===== config.mk =====
export PLATFORM = sky130hd
export DESIGN_NAME = tsr_readout
export DESIGN_NICKNAME = d
export VERILOG_FILES = /design/src/tsr_readout.v /design/src/tsr_sync.v
export VERILOG_INCLUDE_DIRS = /design/src /design/src/src
export SDC_FILE = /design/constraint.sdc
export NUM_CORES = 1
export LEC_CHECK = 0
export BUFFER_PORTS_ARGS = -buffer_cell sky130_fd_sc_hd__buf_2
export CAP_MARGIN = 10
export CORE_MARGIN = 4
export CORE_UTILIZATION = 55
export CTS_BUF_LIST = sky130_fd_sc_hd__clkbuf_8
export DETAILED_ROUTE_END_ITERATION = 8
export HOLD_SLACK_MARGIN = 0.03
export PLACE_DENSITY = 0.81
export RECOVER_POWER = 25
export SKIP_CTS_REPAIR_TIMING = 1
export SLEW_MARGIN = 40
export SYNTH_ARGS = -nofsm -noshare
export SYNTH_HDL_FRONTEND = slang
export SYNTH_SLANG_ARGS = --single-unit

===== constraint.sdc =====
create_clock -name i_clk_sys -period 2.65 [get_ports i_clk_sys]
set_clock_uncertainty 0.05 [all_clocks]
set_input_delay 0.53 -clock i_clk_sys [delete_from_list [all_inputs] [get_ports i_clk_sys]]
set_output_delay 0.53 -clock i_clk_sys [all_outputs]
set_load 0.01 [all_outputs]

===== src/tsr_defines.vh =====
// Constants for the temperature sensor serial readout block.
// Assumes inclusion by bare name from design files of the same block.
// Notes on behaviour
// - While chip select is high, conversions repeat on schedule with an idle phase between.
// - Chip select falling aborts any conversion and enters analog shutdown.
// - Chip select falling loads shift register with last completed result only.
// - Serial output advances one bit on each falling serial clock edge.
// - Sixteen-bit word goes out sign bit first, then MSB toward LSB.
// - Host may end a read after any bit count; device tolerates it.
// - Each conversion takes nominally 0.25 s of measurement.
// - After a conversion with chip select high, idle for 0.25 s.
// - With chip select high, conversion starts every 0.5 s.
// - Word is sign plus 12-bit temperature, confirmation bit, two high-impedance bits.
// - Temperature is two's complement; negative values set the sign bit.
// - Chip select rising releases serial output to high impedance.
// - Bits 15..3 carry temperature, bit 2 is zero, bits 1..0 undriven.
// - One temperature step equals 0.0625 degrees Celsius.
// - After reset, reads return zero until the first conversion completes.
`ifndef TSR_DEFINES_VH
`define TSR_DEFINES_VH
`define TSR_CLK_HZ 25000000
`define TSR_CONV_TIME_MS 250
`define TSR_IDLE_TIME_MS 250
`define TSR_CONV_CYCLES (`TSR_CLK_HZ / 1000 * `TSR_CONV_TIME_MS)
`define TSR_IDLE_CYCLES (`TSR_CLK_HZ / 1000 * `TSR_IDLE_TIME_MS)
`define TSR_WORD_BITS 16
`define TSR_TEMP_BITS 13
`define TSR_ZERO_BIT 2
`define TSR_HIZ_BITS 2
`define TSR_TIMER_BITS 24
`define TSR_CNT_BITS 5
`define TSR_CNT_MAX 5'h1f
`define TSR_DRIVEN_FALLS 5'h0d
`define TSR_RESET_TEMP 13'h0000
`define TSR_ST_CONV 2'h0
`define TSR_ST_IDLE 2'h1
`define TSR_ST_SHDN 2'h2
`endif


===== src/tsr_readout.v =====
// Conversion scheduler and serial shift-out of a read-only temperature sensor.
// Assumes chip select and serial clock arrive from an external controller, asynchronous;
// the measured value arrives on i_temp_meas from the analog front end, on this clock.
`timescale 1ns/1ps
`default_nettype none
`include "tsr_defines.vh"
module tsr_readout #(
  parameter CONV_CYCLES = `TSR_CONV_CYCLES,
  parameter IDLE_CYCLES = `TSR_IDLE_CYCLES
) (
  input wire i_clk_sys,
  input wire i_reset,
  input wire i_cs_n,
  input wire i_sck,
  input wire [`TSR_TEMP_BITS-1:0] i_temp_meas,
  output reg o_so,
  output reg o_so_oe,
  output reg o_analog_shdn,
  output reg o_conv_active,
  output reg o_conv_done
);
  localparam CW = `TSR_TIMER_BITS;
  localparam CNT_W = `TSR_CNT_BITS;

  // Last timer value of each phase; the cut to CW bits is deliberate,
  // both counts must stay below 2^CW
  localparam [31:0] CONV_LAST_W = CONV_CYCLES - 1;
  localparam [31:0] IDLE_LAST_W = IDLE_CYCLES - 1;
  localparam [CW-1:0] CONV_LAST = CONV_LAST_W[CW-1:0];
  localparam [CW-1:0] IDLE_LAST = IDLE_LAST_W[CW-1:0];

  // Schedule states
  localparam [1:0] ST_CONV = `TSR_ST_CONV;
  localparam [1:0] ST_IDLE = `TSR_ST_IDLE;
  localparam [1:0] ST_SHDN = `TSR_ST_SHDN;

  wire cs_n_s;
  wire sck_s;
  wire cs_fall;
  wire cs_rise;
  wire sck_fall;
  wire conv_end;
  reg cs_n_d_reg;
  reg sck_d_reg;
  reg [1:0] state_reg;
  reg [1:0] state_next;
  reg [CW-1:0] timer_reg;
  reg [CW-1:0] timer_next;
  reg [`TSR_TEMP_BITS-1:0] result_reg;
  reg [`TSR_TEMP_BITS-1:0] result_next;
  reg [`TSR_WORD_BITS-1:0] shift_reg;
  reg [`TSR_WORD_BITS-1:0] shift_next;
  reg [CNT_W-1:0] bit_cnt_reg;
  reg [CNT_W-1:0] bit_cnt_next;
  reg shdn_next;
  reg active_next;
  reg so_next;
  reg so_oe_next;

  // Select idles high and the serial clock low, so reset values match
  // the idle levels and no false edge follows reset
  tsr_sync u_sync_cs (
    .i_clk_sys(i_clk_sys),
    .i_reset(i_reset),
    .i_rst_val(1'b1),
    .i_async(i_cs_n),
    .o_sync(cs_n_s)
  );
  tsr_sync u_sync_sck (
    .i_clk_sys(i_clk_sys),
    .i_reset(i_reset),
    .i_rst_val(1'b0),
    .i_async(i_sck),
    .o_sync(sck_s)
  );

  // Edge detection on the synchronised pins
  always @(posedge i_clk_sys) begin
    if (i_reset) begin
      cs_n_d_reg <= 1'b1;
      sck_d_reg <= 1'b0;
    end else begin
      cs_n_d_reg <= cs_n_s;
      sck_d_reg <= sck_s;
    end
  end

  assign cs_fall = cs_n_d_reg & ~cs_n_s;
  assign cs_rise = ~cs_n_d_reg & cs_n_s;
  assign sck_fall = sck_d_reg & ~sck_s;
  // A conversion that ends as select drops is not stored
  assign conv_end = (state_reg == ST_CONV) && (timer_reg == CONV_LAST) && cs_n_s;

  // Conversion schedule, next state
  always @* begin
    state_next = state_reg;
    timer_next = timer_reg;
    result_next = result_reg;
    shdn_next = o_analog_shdn;
    active_next = o_conv_active;
    if (conv_end) begin
      result_next = i_temp_meas;
    end
    if (cs_fall) begin
      state_next = ST_SHDN;
      timer_next = {CW{1'b0}};
      shdn_next = 1'b1;
      active_next = 1'b0;
    end else begin
      case (state_reg)
        ST_CONV: begin
          if (timer_reg == CONV_LAST) begin
            state_next = ST_IDLE;
            timer_next = {CW{1'b0}};
            active_next = 1'b0;
          end else begin
            timer_next = timer_reg + 1'b1;
          end
        end
        ST_IDLE: begin
          if (timer_reg == IDLE_LAST) begin
            state_next = ST_CONV;
            timer_next = {CW{1'b0}};
            active_next = 1'b1;
          end else begin
            timer_next = timer_reg + 1'b1;
          end
        end
        ST_SHDN: begin
          if (cs_rise) begin
            state_next = ST_CONV;
            timer_next = {CW{1'b0}};
            shdn_next = 1'b0;
            active_next = 1'b1;
          end
        end
        default: begin
          state_next = ST_CONV;
          timer_next = {CW{1'b0}};
        end
      endcase
    end
  end

  // Conversion schedule, state registers
  always @(posedge i_clk_sys) begin
    if (i_reset) begin
      state_reg <= ST_CONV;
      timer_reg <= {CW{1'b0}};
      result_reg <= `TSR_RESET_TEMP;
    end else begin
      state_reg <= state_next;
      timer_reg <= timer_next;
      result_reg <= result_next;
    end
  end

  // Conversion schedule, analog side flags
  always @(posedge i_clk_sys) begin
    if (i_reset) begin
      o_analog_shdn <= 1'b0;
      o_conv_active <= 1'b1;
      o_conv_done <= 1'b0;
    end else begin
      o_analog_shdn <= shdn_next;
      o_conv_active <= active_next;
      o_conv_done <= conv_end;
    end
  end

  // Serial shift-out, next state
  always @* begin
    shift_next = shift_reg;
    bit_cnt_next = bit_cnt_reg;
    so_next = o_so;
    so_oe_next = o_so_oe;
    if (cs_fall) begin
      // Completed result only; an aborted conversion never reaches result_reg
      shift_next = {result_reg, 1'b0, {`TSR_HIZ_BITS{1'b0}}};
      so_next = result_reg[`TSR_TEMP_BITS-1];
      so_oe_next = 1'b1;
      bit_cnt_next = {CNT_W{1'b0}};
    end else if (cs_n_s) begin
      so_oe_next = 1'b0;
      so_next = 1'b0;
      bit_cnt_next = {CNT_W{1'b0}};
    end else if (sck_fall && (bit_cnt_reg != `TSR_CNT_MAX)) begin
      shift_next = {shift_reg[`TSR_WORD_BITS-2:0], 1'b0};
      so_next = shift_reg[`TSR_WORD_BITS-2];
      bit_cnt_next = bit_cnt_reg + 1'b1;
      // Bit 2 still driven low; bits 1..0 and anything past the word released
      so_oe_next = (bit_cnt_reg < `TSR_DRIVEN_FALLS);
    end
  end

  // Serial shift-out, shift register and counter
  always @(posedge i_clk_sys) begin
    if (i_reset) begin
      shift_reg <= {`TSR_WORD_BITS{1'b0}};
      bit_cnt_reg <= {CNT_W{1'b0}};
    end else begin
      shift_reg <= shift_next;
      bit_cnt_reg <= bit_cnt_next;
    end
  end

  // Serial shift-out, pin registers
  always @(posedge i_clk_sys) begin
    if (i_reset) begin
      o_so <= 1'b0;
      o_so_oe <= 1'b0;
    end else begin
      o_so <= so_next;
      o_so_oe <= so_oe_next;
    end
  end
endmodule // tsr_readout
`default_nettype wire


===== src/tsr_sync.v =====
// Two flip-flop synchroniser for one level from outside the clock domain.
// Assumes the input may change at any time relative to i_clk_sys.
`timescale 1ns/1ps
`default_nettype none
module tsr_sync (
  input wire i_clk_sys,
  input wire i_reset,
  input wire i_rst_val,
  input wire i_async,
  output reg o_sync
);
  reg meta_reg;
  always @(posedge i_clk_sys) begin
    if (i_reset) begin
      meta_reg <= i_rst_val;
      o_sync <= i_rst_val;
    end else begin
      meta_reg <= i_async;
      o_sync <= meta_reg;
    end
  end
endmodule // tsr_sync
`default_nettype wire


==> metrics.yaml <==
grt_pass1_vias: 2345
htreeDepth: 3
cp_common_cell: "nor2_1"
clockRootBuffer: "clkbuf_8"
p_leak_nw: 1.14
syn_to_final_growth_pct: 11.4
layout.nets: 380
hold_viol_final: 0
startpoint_type: "input pin"
cts_max_path_buffers: 2
wl_um: 5950
worstPathRequired_ps: 2820
power.density_nw_per_um2: 600
ys_seq_area_share_pct: 43.7
grtUsageTotal_pct: 20.2
violations: "max-capacitance violations, max-slew violations"
die_w_um: 82.7
cap_violations: 1
syn_nets: 359
antennaDiodeCount: 0
crit_slowest_cell: "clkbuf_1"
hp-start: "i_cs_n"
synth_cell_type_count: 49
crit_arrival_ps: 2530
final.period_utilization_pct: 88.8
r2r-start: "bit_cnt_reg[0]$_SDFFE_PP0P_"
antenna_found_initial: 0
synth_seq_cells: 67
crit_chain: "clkbuf_1 > nor2_1 > nand2_1 > nor2_1 > a21oi_1 > o21ai_0"
avgSynthCellArea_um2: 9.18
die-area_um2: 6830
setup-violations-final: 0
fillers: 466
grt_max_degree: 41
final_cell_mix: "67 x dfxtp_1, 57 x nor2_1, 28 x mux2i_1"
dp_hpwl_um: 4180
syn_area_um2: 3070
cts_made_buffers: 9
route.detailed.drc: 0
min_delay_worst_endpoint: "u_sync_cs.meta_reg$_SDFF_PP1_"
crit_fanout: 40
grt_overflow_total: 0
worst_slew_pin_slew_ps: 1600
gp_congestion: 0.817
clock_sinks: 67
critPathMaxStageDelay_ps: 1130
endpoint_kind: "flop"
grt_pass1_wl_um: 10500
yosys_warnings: 0
drv_slew: 41
grt_setup_unrepaired: "false"
final_common_cell: "dfxtp_1"
period_minus_slack_ps: 2350
clk_pin_slew_ps: 70
place_ws_ps: 401
ios: 22
status: "finished, violations left"
maxSlewHeadroom_pct: -6.54
drive_gt1_share_pct: 15.0
wl_per_cell_um: 13.8
hold_class: "input pin to flop"
hold_ws_ps: 323
final_antenna_net_count: 0
fin_ws_ps: 297
die_h_um: 82.7
cts_tree: "built"
initial_utilization_pct: 58.2
core_um2: 5270
drt_iter0_drc: 101
setup-tns-final_ps: 0
regToRegSetupSlack_ps: 370
cp-startpoint: "i_reset"
ir_drop_mv: 0.366
clock_latency_ps: 350
reg2reg_depth: 9
path_class: "input pin to flop"
io_buffer_count: 21
largest_register_ffs: 24
holdPathStages: 2
r2r-end: "shift_reg[3]$_SDFFE_PP0P_"
fmaxAchievable_ghz: 0.425
vias_per_cell: 5.58
syn_inst: 334
core.rowCount: 26
dr_total_vias: 2401
drt_pre_antenna_iters: 4
-- power breakdown --
| part | leakage (nW) | switching, mW | total (mW) | internal, mW |
|---|---|---|---|---|
| Clock | 0.108 | 0.381 | 0.889 | 0.508 |
| Combinational | 0.491 | 0.0705 | 0.116 | 0.0459 |
| Sequential | 0.543 | 0.0161 | 1.04 | 1.03 |
| Total | 1.14 | 0.468 | 2.05 | 1.58 |
-- through the flow --
step                std cells  power, mW  instance area (um2)  utilization [%]
detailed placement        414       1.18                 3210             60.9
global placement          414       1.18                 3210             60.9
global route              430       2.13                 3420             64.8
CTS                       430       2.07                 3420             65.0
finish                    430       2.05                 3420             64.8
floorplan                 334       1.15                 3070                -
-- worst max-delay path: cells and delay by family --
family	cells	cell delay (ps)
buf+inv	1	1130
compound gates	2	260
simple gates	3	590
-- routing by layer --
metal / vias to the layer above / part of all wire (%) / GRT usage, %
li1: 1209 / - / -
met1: 1136 / 45 / 23.8
met2: 44 / 49 / 34.3
met3: 12 / 4.3 / 5.75
met4: 0 / 1.8 / 8.82
met5: - / 0 / 0
-- logic make-up (layout without fill, tap and decap cells) --
| group | count (synthesis) | after routing | share of synthesized area, % |
|---|---|---|---|
| and+or+nand+nor | 143 | 143 | 25.1 |
| buffers and inverters | 25 | 51 | 3.92 |
| DFF | 67 | 67 | 43.7 |
| xor gates and xnor gates | 20 | 20 | 5.71 |
| adders and majority gates | 8 | 8 | 3.26 |
| muxes | 28 | 28 | 9.14 |
| AOI/OAI and AO/OA | 43 | 43 | 9.14 |
-- synth_stat cells (all sizes together) --
| cell type | n | area (um2) |
|---|---|---|
| nor4 | 4 | 40.0 |
| a211oi | 12 | 95.1 |
| nand4b | 2 | 17.5 |
| xor2 | 4 | 35.0 |
| and3 | 3 | 20.0 |
| or2 | 4 | 25.0 |
| inv | 9 | 33.8 |
| ha | 8 | 100 |
| or4 | 1 | 11.3 |
| o211ai | 2 | 15.0 |
| nand3b | 1 | 7.51 |
| a21oi | 13 | 65.1 |
| o32a | 1 | 10.0 |
| nand4 | 6 | 43.8 |
| o21ai | 11 | 66.3 |
| or3b | 1 | 8.76 |
| mux2i | 28 | 280 |
| nand2b | 3 | 18.8 |
| xnor2 | 16 | 140 |
| a22oi | 1 | 7.51 |
| dfxtp | 67 | 1340 |
| nor3 | 11 | 55.1 |
| a31oi | 2 | 12.5 |
| nor2b | 4 | 25.0 |
| nand2 | 23 | 86.3 |
| nor3b | 1 | 12.5 |
| clkbuf | 9 | 35.0 |
| o31a | 1 | 8.76 |
| nand3 | 10 | 50.1 |
| and2 | 1 | 6.26 |
| nor2 | 58 | 220 |
| or3 | 2 | 13.8 |
| buf | 7 | 51.3 |
| nor4b | 4 | 71.3 |
| and4 | 4 | 36.3 |
-- area by class of cell --
class | count | area (um2) | area share [%]
inverter | 9 | 33.8 | 0.989
clock buffer | 12 | 165 | 4.84
clock inverter | 4 | 47.5 | 1.39
timing repair buffer | 26 | 135 | 3.96
multi-input combinational | 242 | 1610 | 47.0
tap | 70 | 87.6 | 2.56
sequential | 67 | 1340 | 39.3
-- worst max path at each step --
stage                                 end  slack [ps]
2_1_floorplan  shift_reg[10]$_SDFFE_PP0P_         500
3_3_place_gp    shift_reg[3]$_SDFFE_PP0P_         480
3_5_place_dp    shift_reg[3]$_SDFFE_PP0P_         400
4_1_cts         shift_reg[6]$_SDFFE_PP0P_         360
5_1_grt         shift_reg[3]$_SDFFE_PP0P_         200
6_report       timer_reg[17]$_SDFFE_PP0P_         300
No activity file was read; power rests on OpenSTA's default activity.
